### src/core/cfm_pkg.sv
// Constants, register map and carrier types for the charger fault and mask register bank.
// Assumes a register access port from an I2C slave engine that passes the 7-bit slave address along for the bank to decode.
// Behaviour
// - Input overvoltage flag sticks while condition lasts.
// - Input undervoltage flag reports once, clears on read.
// - Battery undervoltage flag sticks while condition lasts.
// - Battery overcurrent flag clears on fault register read.
// - Low nibble: four writable fault masks, reset zero.
// - Thermistor sense enable bit, writable, resets one.
// - Read-only thermistor fault code in bits six, five.
// - Interrupt content select bit, resets one.
// - Wake interrupt mask bit, resets zero.
// - Reset interrupt mask, reset output unaffected.
// - Safety timer interrupt mask bit, resets zero.
// - Deglitch clock stops in high-impedance mode without input supply or bus traffic.
// - Thermistor control at 0x02, reset 1xxx1000.
// - Fast-charge control at 0x03, reset 0x14.
// - Respond only to 7-bit slave address 6A.
// - Undefined register reads return 0xFF.
package cfm_pkg;
  localparam logic [6:0] SLAVE_ADDR = 7'h6A;
  localparam logic [7:0] FAULT_ADDR = 8'h01;
  localparam logic [7:0] TSCTL_ADDR = 8'h02;
  localparam logic [7:0] FCC_ADDR = 8'h03;
  localparam logic [7:0] UNMAPPED_DATA = 8'hFF;
  localparam logic [3:0] FAULT_MASK_RST = 4'h0;
  localparam logic [7:0] TSCTL_RST = 8'h88;
  localparam logic [7:0] FCC_RST = 8'h14;
  localparam int THERMISTOR_SENSE_ENABLE_BIT = 7;
  localparam int INT_SEL_BIT = 3;
  localparam int WAKE_M_BIT = 2;
  localparam int RESET_M_BIT = 1;
  localparam int TIMER_M_BIT = 0;
  localparam int HZ_BIT = 0;
  localparam int DEGLITCH_NS = 1000;
  localparam int CLK_NS = 5;
  localparam int DEGLITCH_CYC = (DEGLITCH_NS + CLK_NS - 1) / CLK_NS;
  typedef struct packed {
    logic in_ov;
    logic in_uv;
    logic bat_uv;
    logic bat_oc;
  } cfm_fault_s;
  typedef struct packed {
    logic wr;
    logic rd;
    logic [6:0] slave;
    logic [7:0] addr;
    logic [7:0] wdata;
  } cfm_req_s;
endpackage : cfm_pkg

### src/core/cfm_deglitch.sv
// Deglitch filter for one raw fault condition.
// Assumes a one-cycle count enable that the parent stops while counting is not allowed.
`timescale 1ns/1ps
module cfm_deglitch #(
  parameter int COUNT = 200
) (
  input wire logic clk_i,
  input wire logic resetn_i,
  input wire logic cnt_en_i,
  input wire logic raw_i,
  output logic level_o
);
  initial begin
    if (COUNT < 1 || COUNT > 65535) begin
      $error("cfm_deglitch COUNT out of range");
    end
  end
  logic [15:0] cnt_r;
  logic level_r;
  wire logic differ = raw_i != level_r;
  wire logic done = cnt_r == 16'(COUNT - 1);
  always_ff @(posedge clk_i or negedge resetn_i) begin
    if (!resetn_i) begin
      cnt_r <= 16'h0000;
      level_r <= 1'b0;
    end else if (!differ) begin
      cnt_r <= 16'h0000;
    end else if (cnt_en_i) begin
      cnt_r <= done ? 16'h0000 : cnt_r + 16'h0001;
      if (done) begin
        level_r <= raw_i;
      end
    end
  end
  assign level_o = level_r;
endmodule : cfm_deglitch

### src/core/cfm_regs.sv
// Fault flags, fault masks, thermistor control and fast-charge control registers.
// Assumes a register request port from an I2C slave engine, one strobe per byte, with
// the slave address of the transaction alongside; raw conditions are synchronous.
`timescale 1ns/1ps
module cfm_regs #(
  parameter int DEGLITCH_COUNT = cfm_pkg::DEGLITCH_CYC
) (
  input wire logic clk_i,
  input wire logic resetn_i,
  input wire cfm_pkg::cfm_req_s req_i,
  output logic [7:0] rdata_o,
  output logic rvalid_o,
  input wire cfm_pkg::cfm_fault_s raw_fault_i,
  input wire logic vin_present_i,
  input wire logic i2c_busy_i,
  input wire logic [1:0] ts_code_i,
  input wire logic charge_status_evt_i,
  input wire logic wake_evt_i,
  input wire logic reset_evt_i,
  input wire logic timer_fault_i,
  output logic ts_sense_en_o,
  output logic [7:0] fast_charge_o,
  output logic high_impedance_mode_o,
  output logic int_o,
  output logic pushbutton_reset_o
);
  initial begin
    if (DEGLITCH_COUNT < 1) begin
      $error("cfm_regs DEGLITCH_COUNT must be positive");
    end
  end
  //////////////////////////////////////////////////////////////////////////////////////////
  // Decode. Requests to another slave address are ignored entirely.
  wire logic sel = req_i.slave == cfm_pkg::SLAVE_ADDR;
  wire logic rd = req_i.rd && sel;
  wire logic wr = req_i.wr && sel;
  wire logic hit_fault = req_i.addr == cfm_pkg::FAULT_ADDR;
  wire logic hit_ts = req_i.addr == cfm_pkg::TSCTL_ADDR;
  wire logic hit_fcc = req_i.addr == cfm_pkg::FCC_ADDR;
  wire logic rd_fault = rd && hit_fault;
  //////////////////////////////////////////////////////////////////////////////////////////
  // Deglitch. The count enable stops in high-impedance mode to save power, unless the
  // battery side is active with bus traffic or the input supply is present.
  logic [7:0] fcc_r;
  wire logic hz = fcc_r[cfm_pkg::HZ_BIT];
  wire logic cnt_en = !hz || vin_present_i || i2c_busy_i;
  logic [3:0] raw_vec;
  logic [3:0] deg;
  assign raw_vec = raw_fault_i;
  genvar g;
  generate
    for (g = 0; g < 4; g++) begin : g_deg
      cfm_deglitch #(.COUNT(DEGLITCH_COUNT)) u_deg (
        .clk_i(clk_i),
        .resetn_i(resetn_i),
        .cnt_en_i(cnt_en),
        .raw_i(raw_vec[g]),
        .level_o(deg[g])
      );
    end
  endgenerate
  //////////////////////////////////////////////////////////////////////////////////////////
  // Flags. Bits 3,1 (input OV, battery UV) follow the condition; bits 2,0 latch the event
  // and clear on read, with a new event in the read cycle winning over the clear.
  logic [3:0] flag_r;
  logic [3:0] deg_d_r;
  wire logic [3:0] rise = deg & ~deg_d_r;
  wire logic [3:0] keep = flag_r & {4{~rd_fault}};
  logic [3:0] flag_nxt;
  assign flag_nxt[3] = deg[3] || (keep[3] && deg[3]);
  assign flag_nxt[2] = rise[2] || keep[2];
  assign flag_nxt[1] = deg[1];
  assign flag_nxt[0] = rise[0] || keep[0];
  logic [3:0] mask_r;
  logic [7:0] ts_r;
  always_ff @(posedge clk_i or negedge resetn_i) begin
    if (!resetn_i) begin
      flag_r <= 4'h0;
      deg_d_r <= 4'h0;
    end else begin
      flag_r <= flag_nxt;
      deg_d_r <= deg;
    end
  end
  //////////////////////////////////////////////////////////////////////////////////////////
  // Writable registers.
  always_ff @(posedge clk_i or negedge resetn_i) begin
    if (!resetn_i) begin
      mask_r <= cfm_pkg::FAULT_MASK_RST;
      ts_r <= cfm_pkg::TSCTL_RST;
      fcc_r <= cfm_pkg::FCC_RST;
    end else if (wr) begin
      if (hit_fault) begin
        mask_r <= req_i.wdata[3:0];
      end
      if (hit_ts) begin
        ts_r <= {req_i.wdata[7], 3'h0, req_i.wdata[3:0]};
      end
      if (hit_fcc) begin
        fcc_r <= req_i.wdata;
      end
    end
  end
  //////////////////////////////////////////////////////////////////////////////////////////
  // Read path. Bit 4 of thermistor control is reserved and reads zero.
  wire logic [7:0] fault_view = {flag_r, mask_r};
  wire logic [7:0] ts_view = {ts_r[7], ts_code_i, 1'b0, ts_r[3:0]};
  wire logic [7:0] rd_mux = hit_fault ? fault_view :
                            hit_ts ? ts_view :
                            hit_fcc ? fcc_r :
                            cfm_pkg::UNMAPPED_DATA;
  logic [7:0] rdata_r;
  logic rvalid_r;
  always_ff @(posedge clk_i or negedge resetn_i) begin
    if (!resetn_i) begin
      rdata_r <= 8'h00;
      rvalid_r <= 1'b0;
    end else begin
      rvalid_r <= rd;
      if (rd) begin
        rdata_r <= rd_mux;
      end
    end
  end
  assign rdata_o = rdata_r;
  assign rvalid_o = rvalid_r;
  //////////////////////////////////////////////////////////////////////////////////////////
  // Interrupt. Masks gate the pin only; the flags above never look at them.
  wire logic fault_irq = |(flag_r & ~mask_r);
  wire logic stat_irq = ts_r[cfm_pkg::INT_SEL_BIT] && charge_status_evt_i;
  wire logic wake_irq = wake_evt_i && !ts_r[cfm_pkg::WAKE_M_BIT];
  wire logic rst_irq = reset_evt_i && !ts_r[cfm_pkg::RESET_M_BIT];
  wire logic tmr_irq = timer_fault_i && !ts_r[cfm_pkg::TIMER_M_BIT];
  logic int_r;
  logic prst_r;
  always_ff @(posedge clk_i or negedge resetn_i) begin
    if (!resetn_i) begin
      int_r <= 1'b0;
      prst_r <= 1'b0;
    end else begin
      int_r <= fault_irq || stat_irq || wake_irq || rst_irq || tmr_irq;
      prst_r <= reset_evt_i;
    end
  end
  assign int_o = int_r;
  assign pushbutton_reset_o = prst_r;
  assign ts_sense_en_o = ts_r[cfm_pkg::THERMISTOR_SENSE_ENABLE_BIT];
  assign fast_charge_o = fcc_r;
  assign high_impedance_mode_o = hz;
  //////////////////////////////////////////////////////////////////////////////////////////
  // Checks.
  a_ov_sticky: assert property (@(posedge clk_i) disable iff (!resetn_i)
    deg[3] |=> flag_r[3])
    else $error("overvoltage flag dropped");
  a_uv_set: assert property (@(posedge clk_i) disable iff (!resetn_i)
    rise[2] |=> flag_r[2])
    else $error("undervoltage event lost");
  a_uv_kept: assert property (@(posedge clk_i) disable iff (!resetn_i)
    flag_r[2] && !rd_fault |=> flag_r[2])
    else $error("undervoltage flag dropped unread");
  a_uv_clear: assert property (@(posedge clk_i) disable iff (!resetn_i)
    rd_fault && !rise[2] |=> !flag_r[2])
    else $error("undervoltage flag kept");
  a_batuv_follow: assert property (@(posedge clk_i) disable iff (!resetn_i)
    1'b1 |=> flag_r[1] == $past(deg[1]))
    else $error("battery uv flag wrong");
  a_oc_set: assert property (@(posedge clk_i) disable iff (!resetn_i)
    rise[0] |=> flag_r[0])
    else $error("overcurrent event lost");
  a_oc_clear: assert property (@(posedge clk_i) disable iff (!resetn_i)
    rd_fault && !rise[0] |=> !flag_r[0])
    else $error("overcurrent flag kept");
  a_set_wins: assert property (@(posedge clk_i) disable iff (!resetn_i)
    rise[0] && rd_fault |=> flag_r[0])
    else $error("event lost on read");
  a_mask_write: assert property (@(posedge clk_i) disable iff (!resetn_i)
    wr && hit_fault |=> mask_r == $past(req_i.wdata[3:0]))
    else $error("mask write lost");
  a_ts_write: assert property (@(posedge clk_i) disable iff (!resetn_i)
    wr && hit_ts |=> ts_r[7] == $past(req_i.wdata[7]) && ts_r[6:4] == 3'h0 &&
      ts_r[3:0] == $past(req_i.wdata[3:0]))
    else $error("thermistor control write wrong");
  a_ts_read: assert property (@(posedge clk_i) disable iff (!resetn_i)
    rd && hit_ts |=> rdata_o[6:5] == $past(ts_code_i) && !rdata_o[4])
    else $error("thermistor code read wrong");
  a_fcc_write: assert property (@(posedge clk_i) disable iff (!resetn_i)
    wr && hit_fcc |=> fcc_r == $past(req_i.wdata))
    else $error("fcc write lost");
  a_fcc_read: assert property (@(posedge clk_i) disable iff (!resetn_i)
    rd && hit_fcc |=> rdata_o == $past(fcc_r))
    else $error("fcc read wrong");
  a_unmapped_ff: assert property (@(posedge clk_i) disable iff (!resetn_i)
    rd && !hit_fault && !hit_ts && !hit_fcc |=> rvalid_o && rdata_o == cfm_pkg::UNMAPPED_DATA)
    else $error("unmapped read not FF");
  a_addr_filter: assert property (@(posedge clk_i) disable iff (!resetn_i)
    req_i.rd && !sel |=> !rvalid_o)
    else $error("foreign address answered");
  a_foreign_wr: assert property (@(posedge clk_i) disable iff (!resetn_i)
    req_i.wr && !sel |=> $stable(fcc_r) && $stable(ts_r) && $stable(mask_r))
    else $error("foreign address written");
  a_mask_gates: assert property (@(posedge clk_i) disable iff (!resetn_i)
    (flag_r & ~mask_r) != 4'h0 |=> int_o)
    else $error("unmasked fault no irq");
  a_stat_irq: assert property (@(posedge clk_i) disable iff (!resetn_i)
    ts_r[cfm_pkg::INT_SEL_BIT] && charge_status_evt_i |=> int_o)
    else $error("charge status irq missing");
  a_wake_irq: assert property (@(posedge clk_i) disable iff (!resetn_i)
    wake_evt_i && !ts_r[cfm_pkg::WAKE_M_BIT] |=> int_o)
    else $error("wake irq missing");
  a_rst_irq: assert property (@(posedge clk_i) disable iff (!resetn_i)
    reset_evt_i && !ts_r[cfm_pkg::RESET_M_BIT] |=> int_o)
    else $error("reset irq missing");
  a_reset_out: assert property (@(posedge clk_i) disable iff (!resetn_i)
    1'b1 |=> pushbutton_reset_o == $past(reset_evt_i))
    else $error("reset output masked");
  a_timer_irq: assert property (@(posedge clk_i) disable iff (!resetn_i)
    timer_fault_i && !ts_r[cfm_pkg::TIMER_M_BIT] |=> int_o)
    else $error("timer irq missing");
  a_irq_quiet: assert property (@(posedge clk_i) disable iff (!resetn_i)
    (flag_r & ~mask_r) == 4'h0 && !(ts_r[cfm_pkg::INT_SEL_BIT] && charge_status_evt_i) &&
      !(wake_evt_i && !ts_r[cfm_pkg::WAKE_M_BIT]) &&
      !(reset_evt_i && !ts_r[cfm_pkg::RESET_M_BIT]) &&
      !(timer_fault_i && !ts_r[cfm_pkg::TIMER_M_BIT]) |=> !int_o)
    else $error("masked source raised irq");
  a_hz_freeze: assert property (@(posedge clk_i) disable iff (!resetn_i)
    hz && !vin_present_i && !i2c_busy_i |=> deg == $past(deg))
    else $error("deglitch ran");
endmodule : cfm_regs

### config.mk
export PLATFORM = sky130hd
export DESIGN_NAME = cfm_regs
export DESIGN_NICKNAME = d
export VERILOG_FILES = /design/src/core/cfm_pkg.sv /design/src/core/cfm_deglitch.sv /design/src/core/cfm_regs.sv
export SDC_FILE = /design/constraint.sdc
export NUM_CORES = 1
export LEC_CHECK = 0
export ABC_AREA = 1
export BUFFER_PORTS_ARGS = -buffer_cell sky130_fd_sc_hd__buf_2
export CORE_ASPECT_RATIO = 2
export CORE_UTILIZATION = 54
export DETAILED_ROUTE_END_ITERATION = 8
export GPL_TIMING_DRIVEN = 0
export PLACE_DENSITY = 0.84
export SETUP_SLACK_MARGIN = 0.05
export SYNTH_ARGS = -nofsm -noshare
export SYNTH_HDL_FRONTEND = slang
export SYNTH_HIERARCHICAL = 1
export SYNTH_SLANG_ARGS = --single-unit
### constraint.sdc
create_clock -name clk_i -period 1.45 [get_ports clk_i]
set_clock_uncertainty 0.1 [all_clocks]
set_input_delay 0.29 -clock clk_i [delete_from_list [all_inputs] [get_ports clk_i]]
set_output_delay 0.29 -clock clk_i [all_outputs]
set_load 0.02 [all_outputs]
# Word level (Yosys, flattened, before mapping)
# Index checks and enable logic that the tools add are counted.
op_classes:
  n_addsub: 4
  bitwise_logic: 6
  reduce_logical: 29
  muxes: 15
  eq_ne: 16
ops:
  columns: ["operator", "n"]
  rows:
  - ["16-bit 2-to-1 mux", 12]
  - ["16-bit by 1-bit adder with 16-bit output, second input constant", 4]
  - ["16-bit by 8-bit equality test with 1-bit output, second input constant", 4]
  - ["8-bit 2-to-1 mux", 3]
  - ["8-bit by 2-bit equality test with 1-bit output, second input constant", 2]
  - ["3-bit AND reduction", 4]
  - ["1-bit logical OR", 9]
  - ["4-bit AND", 2]
  - ["8-bit by 1-bit equality test with 1-bit output, second input constant", 1]
  - ["1-bit logical AND", 8]
  - ["2-bit inequality test, second input constant", 4]
  - ["7-bit equality test, second input constant", 1]
  - ["2-bit AND reduction", 3]
  - ["1-bit logical NOT", 4]
  - ["1-bit inequality test", 4]
  - ["4-bit inverter", 1]
  - ["4-bit OR reduction", 1]
  - ["3-bit AND", 1]
  - ["3-bit inverter", 1]
  - ["1-bit inverter", 1]
word_totals:
  regBits: 103
  out_inout_bits: 21
  inputBits: 39

# Depth between registers and ports, before layout
# Gate-level depths: netlist (run 1).
logic_depth:
  word_depth: 7
  ltp_mapped: 10
  mapped_depth_nobuf: 10

# Cells and area by module
# Netlist (run 1), hierarchy kept.
modules_own_cells:
  columns: ["module", "cells_per_inst", "seq_area_each_um2", "area_each_um2", "n_inst"]
  rows:
  - ["cfm_deglitch", 146, 425.4, 1102.3, 4]
  - ["cfm_regs", 197, 855.8, 1650.3, 1]

# Least setup slack after synthesis (run 1)
# No wires, ideal clock.
synth_path:
  path_kind: "reg2reg"
  start: "register fcc_r[0] (netlist: fast_charge_o[0])"
  end: "register g_deg[0].u_deg.cnt_r[11]"
  path_slack_ps: -271
  path_buffers: 0
  period_less_slack_ps: 1721
  arrival_ps: 1503
  stages_incl_launch_ff: 9
  path_cell_list: "dfrtp_1 -> inv_1 -> or3_1 -> nand2_1 -> clkinv_1 -> nand2_4 -> inv_4 -> nand3_1 -> nand2_1"
synth_between:
  elab_chain_len: 4
synth_rtl:
  columns: ["element", "line_no", "source"]
  rows:
  - ["start: declaration", "cfm_regs.sv:44", "logic [7:0] fcc_r;"]
  - ["start signal: assignment", "cfm_regs.sv:91", "fcc_r <= cfm_pkg::FCC_RST;"]
  - ["start signal: assignment", "cfm_regs.sv:100", "fcc_r <= req_i.wdata;"]
  - ["1-bit logical NOT", "cfm_regs.sv:46", "wire logic cnt_en = !hz || vin_present_i || i2c_busy_i;"]
  - ["1-bit logical OR (2 in series)", "cfm_regs.sv:46", null]
  - ["via cnt_en", "cfm_regs.sv:46", null]
  - ["2-bit inequality test (no source line)", null, null]
  - ["end signal: assignment", "cfm_deglitch.sv:29", "cnt_r <= done ? 16'h0000 : cnt_r + 16'h0001;"]
  - ["end: declaration", "cfm_deglitch.sv:18", "logic [15:0] cnt_r;"]
# The timed path passes the listed nets, and every way through them passes these cells.
# A chain may end at the register's enable or synchronous reset.

# Final worst setup path (run 1)
layout_path:
  start: "register fcc_r[0] (netlist: fast_charge_o[0])"
  end: "register g_deg[1].u_deg.level_r"
layout_between:
  elab_chain_len: 4
layout_rtl:
  columns: ["element", "line_no", "source"]
  rows:
  - ["1-bit logical NOT", "cfm_regs.sv:46", null]
  - ["1-bit logical OR (2 in series)", "cfm_regs.sv:46", null]
  - ["via cnt_en", "cfm_regs.sv:46", null]
  - ["3-bit AND reduction (no source line)", null, null]
  - ["end signal: assignment", "cfm_deglitch.sv:31", "level_r <= raw_i;"]
  - ["end: declaration", "cfm_deglitch.sv:19", "logic level_r;"]
# The timed path passes the listed nets, and every way through them passes these cells.

==> results.md, run 1 <==
- The routability congestion estimate is 0.899.
- Setup violations remaining at the end of the flow were counted as 68.
- Dividing the detail-routed wire length by the instance count gives about 15 µm.
- Setup repair after global routing could not meet its margin everywhere.
- The row count is between 50 and 60.
- Sequential cells account for around half of the total power.
- The initial antenna violation count came to 0.
- The number of buffers inserted during clock tree synthesis is 9.
- The post-synthesis cell type count is 36.
- The number of H-tree branching levels is 3.
- The top achievable clock speed is between 0.6 and 0.7 GHz.
- The prevailing post-synth register cell is sky130_fd_sc_hd__dfrtp_1.
- For this run the aggregate overflow at the end of global routing stands at 0.
- The internal power component is approximately 4.5 mW.
- Yosys printed 6 warnings.
- The worst relative slew slack is 65.9%.
- In this run the deepest clock path goes through 2 buffers.
- Wires add up to about 16000 µm.
- Clock-pin slew was measured on the worst setup and hold paths at ~0.07 ns.
- In this run the power spent charging and discharging nets is approximately 1.5 mW.
- The switching share of power is between 20% and 30%.
- In the final layout, the multi-input gates occupy ~0.0034 mm².
- The cell sitting at the root of the clock tree is a sky130_fd_sc_hd__clkbuf_16.
- Once placement completed, the tool counted placed cells totaling 981.
- The power per cell area is between 700 and 800 mW/mm².
- For this run, the register share of the synthesized area comes to 42.2%.
- From left edge to right edge, the die measures 76.9 µm.
- Traced cell by cell, the critical path runs through inv_2, or3_4, buf_12, buf_6, buf_4, nand4_1, nand2_1.
- The post-route DRC violation count is 0.
- The final antenna diode count is 0.
- Dividing the synthesized area by the synthesized cell count gives between 7 and 8 µm².
- The synthesis-to-layout area growth is 26.4%.
- The number of cells produced by synthesis is slightly below 800.
- Once detail routing completed, the nets flagged for antenna violations numbered 0.
- The path type of the worst min-delay path is in -> reg.
- The static leakage power is approximately 3.8 nW.
- The flow ran to the end, but the final reports show violations.
- The clock tree from TritonCTS is done.
- The fraction of power consumed by the clock network is 41.9%.
- The number of failing hold endpoints at the final stage is 0.
- The commonest non-fill, non-tap cell in the layout is sky130_fd_sc_hd__nand2_1.
- The worst setup path is launched from a flip-flop.
- The die outline height is around 150 µm.
- The placeable core region is about 0.011 mm².
- Data on the critical path is required at its endpoint by between 1.5 and 2 ns.
- By startpoint and endpoint, the worst setup path is classified as reg -> reg.
- In this run the worst path has a maximum fanout of 7.
- The overall routing resource usage is between 20% and 30%.
- The element type at the critical path end is a flip-flop.
- The count of pins over their slew limit is 0.
- On the worst path, the slowest cell contributes a delay of a little under 0.4 ns.
- The largest individual stage delay along the critical path comes from the cell sky130_fd_sc_hd__or3_4.
- The number of buffer and inverter stages on the critical path is 4.
- The post-route netlist has 33.6% of its cells at a drive strength greater than 1.
- The final cycle utilization of the critical path is 114%.
- For this run, the post-layout net count is 936.
- The total iterations of the first detailed-routing run is 5.
- The final-layout worst hold slack is 0.0779 ns.
- The top cell types in the final layout, fill and taps aside, are sky130_fd_sc_hd__nand2_1 (211), sky130_fd_sc_hd__dfrtp_1 (97), sky130_fd_sc_hd__inv_1 (74), sky130_fd_sc_hd__nand3_1 (68), sky130_fd_sc_hd__buf_2 (57).
- The vias per cell is about 5.5.
- The arrival time of data at the critical path endpoint is around 1.8 ns.
- Fill cells in the final layout number about 820.
- The starting density of the core is 55.4%.
- The via count is about 5700.
- The family of cells with the greatest summed delay on the critical path is simple AND/OR/NAND/NOR gates.
- The worst-skew pair later-pin latency is approximately 0.35 ns.
- The mapped netlist covers approximately 0.006 mm².
- Of all flip-flops after synthesis, the portion carrying an async set or reset was 100%.
- Across the run, the number of max-cap violations was 0.
- Yosys mapped a number of flops with a built-in enable equal to 0.
- The detailed placement HPWL is around 10000 µm.
- The maximum number of pins on one net before global-route repair is between 60 and 70.
- The finished layout holds ~1000 standard cells, fillers aside.
- In this run, synthesis produced a sequential element count of slightly above 100.
- The number of nets handed over by synthesis was between 800 and 900.
- The shortest clock period the worst path allows after layout is between 1.5 and 2 ns.
- The first global-routing pass estimated approximately 26000 µm of wire.
- The number of violations reported at the end of detailed-routing iteration 0 is 340.
- The clock net in this run drives a total of 102 sinks.
- The slew at the pin closest to its max-slew limit is 0.510 ns.
- The via count of the first global-routing pass is roughly 5800.
- The area of the die is 0.0117 mm².
- Buffers placed on the I/O ports in this run total about 60.
- Across the VDD grid, the largest voltage drop is around 720 µV.
- The fraction of power consumed by combinational cells is between 8 and 9%.
- Setup slack on the critical path of the routed design comes to -0.197 ns.
- In this run the count of I/O pins placed on the die edge is 60.
- The final reports fail on negative setup slack.
- The flip-flop and latch area is between 0.002 and 0.003 mm².
-- routing by layer --
metal / GRT usage (%) / part of all wire, % / routed length (µm)
met3: 4.20 / 3.2 / 510
met5: 0 / 0 / 0
met1: 25.5 / 33 / 5270
met2: 53.9 / 58 / 9250
met4: 17.5 / 5.0 / 799
-- power by group through the flow --
stage                     logic [mW]  registers (mW)  clock network [mW]
final                          0.498            2.95                2.48
after global routing           0.554            2.96                2.65
after CTS                      0.457            2.95                2.53
after detailed placement       0.397            3.00                   0
after global placement         0.377            3.00                   0
after floorplan                0.162            3.04                   0
-- tightest hold or removal path: cells and delay by family --
family                 cells  cell delay [ns]
buffers and inverters      1             0.07
AND/OR/NAND/NOR            2             0.13
-- registers in the layout, indices dropped and copies added (netlist names) --
| register | cells |
|---|---|
| int_o | 1 |
| g_deg.u_deg/level_o | 4 |
| rdata_o | 8 |
| mask_r | 4 |
| ts_r | 5 |
| deg_d_r | 3 |
| pushbutton_reset_o | 1 |
| flag_r | 3 |
| g_deg.u_deg/cnt_r | 64 |
| rvalid_o | 1 |
| fast_charge_o | 8 |
-- path summary, 6_finish.rpt --
| check | slack, ns | to | startpoint | depth (start not counted) |
|---|---|---|---|---|
| max | -0.20 | g_deg[1].u_deg/level_o$_DFFE_PN0P_ | fast_charge_o[0]$_DFFE_PN0P_ | 7 |
| min | 0.08 | fast_charge_o[5]$_DFFE_PN0P_ | req_i[5] | 3 |
| max reg2reg | -0.20 | g_deg[1].u_deg/level_o$_DFFE_PN0P_ | fast_charge_o[0]$_DFFE_PN0P_ | 7 |
| min reg2reg | 0.33 | flag_r[0]$_DFF_PN0_ | deg_d_r[0]$_DFF_PN0_ | 1 |
| max in group asynchronous | 0.20 | g_deg[2].u_deg/cnt_r[0]$_DFFE_PN0P_ | resetn_i | 3 |
| min in group asynchronous | 0.35 | g_deg[3].u_deg/cnt_r[2]$_DFFE_PN0P_ | resetn_i | 2 |
-- kinds of logic (layout without fill, tap and decap cells) --
family                   Yosys count  after routing  share of synthesized area (%)
flip-flops                       102            102                           42.2
buffers and inverters            113            230                           7.66
XOR/XNOR                          24             24                           3.47
adder cells (fa/ha/maj)            4              4                          0.826
AND/OR/NAND/NOR                  473            473                           39.0
AO/OA/AOI/OAI                     65             65                           6.88
-- synth_stat cells, types with 9 or more instances --
master	count	area, µm²
sky130_fd_sc_hd__nand2_1	232	871
sky130_fd_sc_hd__dfrtp_1	98	2450
sky130_fd_sc_hd__nand3_1	83	415
sky130_fd_sc_hd__inv_1	78	293
sky130_fd_sc_hd__nor2_1	46	173
sky130_fd_sc_hd__nand2_2	28	175
sky130_fd_sc_hd__o21ai_0	20	100
sky130_fd_sc_hd__xor2_1	20	175
sky130_fd_sc_hd__o22ai_1	18	113
sky130_fd_sc_hd__nor2_2	17	106
sky130_fd_sc_hd__nand4_1	16	100
sky130_fd_sc_hd__nor2_4	14	158
sky130_fd_sc_hd__inv_2	12	45.0
sky130_fd_sc_hd__clkinv_1	9	33.8
-- per-stage QoR --
| stage | power [mW] | util, % | cell area (µm²) | setup TNS (ns) | worst slack [ns] |
|---|---|---|---|---|---|
| after floorplan | 3.20 | - | 6110 | -2.89 | -0.0828 |
| after global placement | 3.38 | 60.1 | 6580 | -123.06 | -1.32 |
| after detailed placement | 3.40 | 60.4 | 6610 | -10.51 | -0.251 |
| after CTS | 5.93 | 67.5 | 7380 | -8.60 | -0.181 |
| after global routing | 6.15 | 70.0 | 7660 | -11.16 | -0.224 |
| final | 5.93 | 70.0 | 7660 | -8.45 | -0.197 |
-- what timing repair did --
| action | CTS | global route |
|---|---|---|
| resized for setup | 71 | 41 |
| setup buffers | 23 | 13 |
| hold endpoints to repair | 33 | 0 |
| pin swaps | 17 | 10 |
| setup endpoints to repair | 72 | 73 |
| cloned | 2 | 1 |
| hold buffers | 2 | 0 |
-- final cells by class --
cell class | count | share of cell area (%)
buffer | 10 | 1.13
multi-input combinational | 566 | 43.9
clock inverter | 7 | 1.01
tap | 140 | 2.29
inverter | 103 | 6.04
timing repair buffer | 101 | 9.28
sequential | 102 | 33.4
clock buffer | 9 | 2.94
No activity file was read; power rests on OpenSTA's default activity.
==> run 2: changes to the inputs <==
==> constraint.sdc (replaced) <==
create_clock -name clk_i -period 1.45 [get_ports clk_i]
set_clock_uncertainty 0.1 [all_clocks]
set_input_delay 0.29 -clock clk_i [delete_from_list [all_inputs] [get_ports clk_i]]
set_output_delay 0.29 -clock clk_i [all_outputs]
set_load 0.05 [all_outputs]
==> run 2 against run 1 <==
  * The flow still finishes with violations (negative setup slack)
  * Sequential share of layout area grew 0.40 points
  * Non-clock buffer count up 1
  * First-iteration DRC count increased by 49%
  * Combinational power is 18% higher
  * Maximum frequency up 0.19%
  * Clock power about the same
  * Largest power group unchanged
  * Largest cell class unchanged
  * Flip-flop and latch count is the same
  * Power is 1.3% higher
==> results.md, run 2 (synthesis results as in run 1) <==
- The maximum number of pins on one net before global-route repair is 53.
- Once the floorplan was initialized, standard cells occupied 55.4% of the core.
- The filler cell count in the final layout is about 800.
- The static leakage power is between 3 and 4 nW.
- The largest register by flop count is g_deg.u_deg/cnt_r.
- The finished layout holds approximately 1000 standard cells, fillers aside.
- The met1 routed wirelength after detailed routing is approximately 5400 µm.
- Based on the critical path, the design can be clocked at up to 0.608 GHz.
- The number of sinks handled by clock tree synthesis is between 100 and 150.
- Dividing the detail-routed via count by the number of cells gives between 5 and 6.
- The instance count after placement with tap cells included is 981.
- The final standard cell area without fillers is 0.00757 mm².
- From bottom edge to top edge, the die measures about 150 µm.
- The initial antenna violation count was 0.
- TritonCTS built the clock tree.
- The worst path required time is about 1.6 ns.
- Counting along the longest clock path gives a buffer depth of 2.
- In this run the clock root is driven by a sky130_fd_sc_hd__clkbuf_16.
- The number of violations of the max-capacitance limit is 0.
- The final reports fail on negative setup slack.
- The via count of the first global-routing pass is between 5000 and 6000.
- The number of I/O pins is 60.
- The final routed wire length divided by cell count is 15.4 µm.
- The cell area reported after detailed placement is between 0.006 and 0.007 mm².
- The library cells used most frequently in the layout, excluding fill and tap cells, are sky130_fd_sc_hd__nand2_1 (229), sky130_fd_sc_hd__dfrtp_1 (96), sky130_fd_sc_hd__nand3_1 (83), sky130_fd_sc_hd__inv_1 (70), sky130_fd_sc_hd__buf_2 (52).
- The arrival time of data at the critical path endpoint is between 1.5 and 2 ns.
- The detail route stage leaves a number of antenna-violating nets equal to 0.
- The number of buffers inserted during clock tree synthesis is 9.
- The critical path is of the reg -> reg type.
- The count of pins over their slew limit is 0.
- The clock-pin slew reported for the worst setup and hold paths after clock tree synthesis is around 0.070 ns.
- In the final layout, flip-flops and latches occupy 0.00256 mm².
- Cells with a size suffix above 1 make up a little under a third of the layout.
- At the end of the flow, the number of nets in the layout was about 940.
- The least setup slack across all paths after layout is -0.194 ns.
- For this run, the detailed router's first-pass iteration total came to 5.
- The met3 wire length is 649 µm.
- The detailed placement HPWL is between 10000 and 15000 µm.
- The synthesis-to-layout area growth is 25.0%.
- The number of H-tree branching levels is 3.
- The commonest non-fill, non-tap cell in the layout is sky130_fd_sc_hd__nand2_1.
- Routability-driven placement finished with a final weighted congestion of between 0.8 and 0.9.
- In this run the worst path has a maximum fanout of 10.
- The multi-input combinational cells in the finished layout cover a total of approximately 0.0033 mm².
- Wire segments on met2 add up to ~9100 µm in the final route.
- Setup repair after global routing could not meet its margin everywhere.
- The power per cell area is 793 mW/mm².
- The worst relative slew slack is roughly two thirds.
- The worst setup path is captured at a flip-flop.
- The number of violations reported at the end of detailed-routing iteration 0 is 508.
- Measured along the x axis, the die boundary spans approximately 77 µm.
- The count of port buffers added during placement is 59.
- The first global-routing pass estimated between 20000 and 30000 µm of wire.
- At the end of the flow the core is filled with cells to 69.2%.
- The number of failing hold endpoints at the final stage came to 0.
- The post-route DRC violation count is 0.
- The floorplan step defined a core boundary enclosing ~0.011 mm².
- The flow ran to the end, but the final reports show violations.
- The maximum vdd drop is roughly 670 µV.
- The overall routing resource usage is a little over a quarter.
- The floorplan has between 50 and 60 rows.
- The worst-skew pair later-pin latency is about 0.34 ns.
- The total routed wirelength is approximately 16000 µm.
- The setup-violating endpoint count in the final report is between 60 and 70.
- The top layer used by detailed routing is met4.
- Global routing finished with a remaining overflow of 0.
- The register with the most flip-flops in the layout has between 60 and 70 of them.
- The path type of the worst min-delay path is in -> reg.
- The worst setup path is launched from a flip-flop.
- At the pin with the least slew margin, the transition time is 0.499 ns.
- The area of the die is approximately 0.012 mm².
- The worst path uses 113% of the clock period.
- The final antenna diode count is 0.
- The shortest clock period the worst path allows after layout is around 1.6 ns.
- The detailed router placed about 5700 vias in this run.
## run 2: changes by cell type in the layout (fill, tap and decap cells not counted), sizes merged
cell      before  now
clkinv        12    8
inv           96   98
clkbuf        10   14
clkinvlp       1    2
or3            1    2
buf          108  106
## run 2: metrics by stage
| step | setup WS (ns) | power (mW) | hold WS, ns | TNS (ns) |
|---|---|---|---|---|
| after floorplan | -0.206 | 3.27 | -0.106 | -11.27 |
| after global placement | -1.30 | 3.45 | 0.303 | -119.51 |
| after detailed placement | -0.217 | 3.47 | 0.266 | -11.22 |
| after CTS | -0.105 | 6.00 | 0.0698 | -4.53 |
| after global routing | -0.200 | 6.21 | 0.0909 | -9.45 |
| final | -0.194 | 6.01 | 0.0698 | -7.58 |
## run 2: cell type report
cell class / instances / area share, %
clock buffers: 10 / 3.02
well taps: 140 / 2.31
clock inverters: 6 / 0.942
multi-input cells: 567 / 43.0
plain buffers: 10 / 1.14
repair buffers: 102 / 10.4
flip-flops and latches: 102 / 33.8
inverters: 103 / 5.43
## run 2: power breakdown
| group | internal [mW] | switching, mW | total (mW) |
|---|---|---|---|
| Combinational | 0.208 | 0.379 | 0.587 |
| Sequential | 2.90 | 0.0457 | 2.95 |
| Clock | 1.36 | 1.12 | 2.47 |
## run 2: final timing paths
path,from,endpoint,slack [ns],depth (start not counted)
setup / recovery,fast_charge_o[0]$_DFFE_PN0P_,g_deg[2].u_deg/cnt_r[9]$_DFFE_PN0P_,-0.19,8
hold / removal,req_i[4],fast_charge_o[4]$_DFFE_PN1P_,0.07,3
setup reg to reg,fast_charge_o[0]$_DFFE_PN0P_,g_deg[2].u_deg/cnt_r[9]$_DFFE_PN0P_,-0.19,8
hold reg to reg,deg_d_r[2]$_DFF_PN0_,flag_r[2]$_DFF_PN0_,0.35,1
max in group asynchronous,resetn_i,g_deg[1].u_deg/cnt_r[3]$_DFFE_PN0P_,0.25,3
min in group asynchronous,resetn_i,g_deg[2].u_deg/cnt_r[6]$_DFFE_PN0P_,0.35,2
## run 2: critical path, cell delays in order, from the launching register on
cell                      delay [ns]
sky130_fd_sc_hd__dfrtp_2        0.40
sky130_fd_sc_hd__inv_2          0.07
sky130_fd_sc_hd__or3_4          0.41
sky130_fd_sc_hd__inv_2          0.11
sky130_fd_sc_hd__nand2_4        0.08
sky130_fd_sc_hd__inv_2          0.09
sky130_fd_sc_hd__buf_6          0.14
sky130_fd_sc_hd__nand2_1        0.08
sky130_fd_sc_hd__nand2_1        0.10
## run 2: what timing repair did
action	4_1_cts	5_1_grt
endpoints found under the setup margin	74	127
buffers inserted	31	8
cloned	4	0
gates resized for setup	50	30
pin swaps	12	11
endpoints found under the hold margin	48	0
hold buffers	2	0
## run 2: layer usage
metal / track usage (%) / vias to the layer above
met2: 51.7 / 208
li1: - / 2710
met1: 27.7 / 2747
met3: 3.54 / 83
met5: 0 / -
met4: 16.6 / 0
==> run 3: changes to the inputs <==
--- a/config.mk
+++ b/config.mk
@@ -8,10 +8,10 @@
 export ABC_AREA = 1
 export BUFFER_PORTS_ARGS = -buffer_cell sky130_fd_sc_hd__buf_2
 export CORE_ASPECT_RATIO = 2
-export CORE_UTILIZATION = 54
+export CORE_UTILIZATION = 64
 export DETAILED_ROUTE_END_ITERATION = 8
 export GPL_TIMING_DRIVEN = 0
-export PLACE_DENSITY = 0.84
+export PLACE_DENSITY = 0.92
 export SETUP_SLACK_MARGIN = 0.05
 export SYNTH_ARGS = -nofsm -noshare
 export SYNTH_HDL_FRONTEND = slang
==> constraint.sdc (replaced) <==
create_clock -name clk_i -period 1.9 [get_ports clk_i]
set_clock_uncertainty 0.1 [all_clocks]
set_input_delay 0.38 -clock clk_i [delete_from_list [all_inputs] [get_ports clk_i]]
set_output_delay 0.38 -clock clk_i [all_outputs]
set_load 0.05 [all_outputs]
==> run 3 against run 2 <==
  * The flow finishes with violations (design-rule violations)
  * Clock-buffer cell count increased by 3
  * Wire length down 11%
  * Utilization increased by 6.3 points
  * Cell count decreased by 7.7%
  * Worst hold slack got worse by 0.015 ns
  * Combinational power decreased by 39%
  * Power fell by 24%
  * Non-clock buffer count is 41 lower
  * First-iteration DRC count shrank 20%
  * Critical path type unchanged
  * Highest routed layer unchanged
==> results.md, run 3 (synthesis results as in run 1) <==
- The run finished, with violations left.
- The final reports fail on design-rule violations.
- The clock period could shrink to 1.74 ns.
- The critical path goes through inv_1, or3_4, nand2_1, clkinv_1, nand2_4, inv_4, nand3_1, nand2_1.
- The die boundary width is 70.8 µm.
- In this run, flip-flops and latches consume roughly half of the power.
- The number of violations of the max-capacitance limit is 0.
- The commonest non-fill, non-tap cell in the layout is sky130_fd_sc_hd__nand2_1.
- Setup violations remaining at the end of the flow were counted as 0.
- At the pin with the least slew margin, the transition time is 0.664 ns.
- For this design, the sink count on the clock tree is a little over 100.
- The detail route stage leaves a number of antenna-violating nets equal to 0.
- The worst register-to-register path begins at fast_charge_o[0]$_DFFE_PN0P_.
- The largest register by flop count is g_deg.u_deg/cnt_r.
- TritonCTS built the clock tree.
- The number of buffers inserted during clock tree synthesis is 9.
- The layout has 610 filler cells.
- The via count of the first global-routing pass is 5562.
- The min-delay analysis places its worst path in the category in -> reg.
- Net switching is a little under a quarter of the power.
- After detailed routing, the number of remaining DRC violations is 6.
- IR analysis of the VDD net gives a maximum drop of roughly 520 µV.
- The vias per cell is about 5.8.
- The fraction of power consumed by combinational cells is 7.8%.
- The clock reaches the later pin of the worst-skew pair after between 0.3 and 0.4 ns.
- The number of instances on the worst hold path is 1.
- The top cell types in the final layout, fill and taps aside, are sky130_fd_sc_hd__nand2_1 (232), sky130_fd_sc_hd__dfrtp_1 (97), sky130_fd_sc_hd__nand3_1 (83), sky130_fd_sc_hd__inv_1 (78), sky130_fd_sc_hd__buf_2 (61).
- The arrival time of data at the critical path endpoint is ~1.9 ns.
- The largest single stage delay on the critical path is around 0.43 ns.
- The number of buffers on the longest clock path is 2.
- STA puts the critical path data required time at between 2 and 2.5 ns.
- The area growth from synthesis to layout is 13.0%.
- In the global route stage, overall resource usage came out at 30.7%.
- The routability congestion estimate is between 0.8 and 0.9.
- STA classifies the critical path startpoint as a flip-flop.
- The cell that appears most often on the critical path is sky130_fd_sc_hd__nand2_1.
- The clock network is responsible for between 40% and 50% of the overall power.
- Summed over all layers, the routed wires come to approximately 14000 µm.
- The total net switching power is between 1 and 1.5 mW.
- In this run the core area contains 49 standard-cell rows.
- In this run the power density over the cells is between 600 and 700 mW/mm².
- In this run the standard cell core region covers ~0.0091 mm².
- Adding up every negative setup slack in the final design gives 0 ns.
- The first global-routing pass estimated about 24000 µm of wire.
- The count of pins over their slew limit was 0.
- The repair_antennas step left the layout with diodes totalling 0.
- The maximum fanout encountered on the critical timing path is 16.
- The initial antenna violation count came to 0.
- The internal power component is approximately 3.5 mW.
- The terminating pin of the worst hold path is pushbutton_reset_o$_DFF_PN0_.
- The net count of the finished layout is between 800 and 900.
- The register with the most flip-flops in the layout has between 60 and 70 of them.
- The clock-pin slew reported for the worst setup and hold paths after clock tree synthesis is 0.07 ns.
- The starting density of the core is ~67%.
- The count of port buffers added during placement is just under 60.
- The die outline height is about 140 µm.
- The reg-to-reg critical path endpoint is g_deg[3].u_deg/cnt_r[13]$_DFFE_PN0P_.
- The final-layout worst hold slack is 0.0543 ns.
- The number of cells on the worst reg-to-reg path is 8.
- In this run the register-to-register setup slack is ~0.16 ns.
- Headroom to the max-slew limit came out at about 56%.
- Setup repair after global routing left no endpoint under its margin.
- The total grt overflow is 0.
- The root buffer cell is sky130_fd_sc_hd__clkbuf_16.
- Timing would allow up to 0.575 GHz.
- The detailed placement HPWL is about 11000 µm.
- For this design the top-level I/O count stands at 60.
- The cell with the largest stage delay on the worst path is sky130_fd_sc_hd__or3_4.
- Dividing the final minimum period by the clock period gives 91.6%.
- Post-CTS timing repair inserted 0 buffers for setup.
- The layout cell share with drive strength beyond 1 is 23.1%.
- Dividing the detail-routed wire length by the instance count gives approximately 15 µm.
- For this run, the detailed router's first-pass iteration total came to 7.
- The category of the critical setup timing path is reg -> reg.
- The number of H-tree branching levels is 3.
- The element type at the critical path end is a flip-flop.
- The static leakage power is about 3.5 nW.
- The start point of the worst min-delay path is reset_evt_i.
- The detailed router finished its first iteration with roughly 410 violations.
- Entering global routing, the biggest net connects 53 pins.
- For this block, the via count after detailed routing is approximately 5500.
- The floorplan step defined a die boundary enclosing 0.00989 mm².
- The number of failing hold endpoints at the final stage is 0.
-- run 3: cell count changes in the layout (fill, tap and decap cells not counted), sizes merged, moves of 2 or more --
| cell | previous run | this run |
|---|---|---|
| clkinv | 8 | 10 |
| clkinvlp | 2 | 0 |
| inv | 98 | 94 |
| buf | 106 | 69 |
-- run 3: power groups by stage --
| stage | Sequential (mW) | Clock (mW) | Combinational [mW] |
|---|---|---|---|
| 2_1_floorplan | 2.37 | 0 | 0.120 |
| 3_3_place_gp | 2.29 | 0 | 0.335 |
| 3_5_place_dp | 2.29 | 0 | 0.356 |
| 4_1_cts | 2.25 | 2.00 | 0.360 |
| 5_1_grt | 2.26 | 2.08 | 0.390 |
| 6_report | 2.25 | 1.97 | 0.358 |
-- run 3: layer usage --
metal / GRT usage [%] / share of wire, % / wire length [µm]
met5: 0 / 0 / 0
met4: 17.6 / 4.5 / 647
met3: 4.78 / 3.9 / 555
met2: 58.7 / 57 / 8190
met1: 30.2 / 34 / 4910
-- run 3: metrics by stage --
| stage | worst slack, ns | util, % | instances | cell area [µm²] | total power [mW] |
|---|---|---|---|---|---|
| final | 0.160 | 75.5 | 960 | 6850 | 4.59 |
| after detailed placement | -0.113 | 71.8 | 943 | 6510 | 2.65 |
| after global placement | -0.823 | 71.5 | 942 | 6480 | 2.62 |
| after CTS | 0.170 | 75.5 | 960 | 6850 | 4.62 |
| after global routing | 0.0879 | 75.5 | 960 | 6850 | 4.73 |
| after floorplan | 0.116 | - | 781 | 6060 | 2.49 |
-- run 3: critical path, delay by kind of cell, from the launching register on --
family | cells | cell delay [ns]
buffers and inverters | 3 | 0.27
AND/OR/NAND/NOR | 5 | 0.84
flip-flops | 1 | 0.40
-- run 3: area by class of cell --
cell class,count,area [µm²],area share (%)
clock inverters,3,68.8,1.00
clock buffers,13,250,3.65
inverters,103,397,5.79
flip-flops and latches,102,2560,37.4
multi-input cells,566,3040,44.4
well taps,102,128,1.86
plain buffers,10,67.6,0.987
repair buffers,61,335,4.90
-- run 3: how the worst max path moves through the flow --
stage,slack [ns],to,cells after the start,from
after global placement,-0.82,fast_charge_o[0]$_DFFE_PN0P_,1,resetn_i
after floorplan,0.12,g_deg[0].u_deg/cnt_r[11]$_DFFE_PN0P_,8,fast_charge_o[0]$_DFFE_PN0P_
after global routing,0.09,g_deg[2].u_deg/cnt_r[8]$_DFFE_PN0P_,8,fast_charge_o[0]$_DFFE_PN0P_
after detailed placement,-0.11,g_deg[2].u_deg/cnt_r[8]$_DFFE_PN0P_,8,vin_present_i
final,0.16,g_deg[3].u_deg/cnt_r[13]$_DFFE_PN0P_,8,fast_charge_o[0]$_DFFE_PN0P_
after CTS,0.17,g_deg[2].u_deg/cnt_r[8]$_DFFE_PN0P_,8,fast_charge_o[0]$_DFFE_PN0P_
-- run 3: timing repair --
action | CTS | global route
gates resized for setup | 1 | 0
hold buffers | 1 | 0
endpoints found under the setup margin | 40 | 0
hold endpoints to repair | 49 | 0
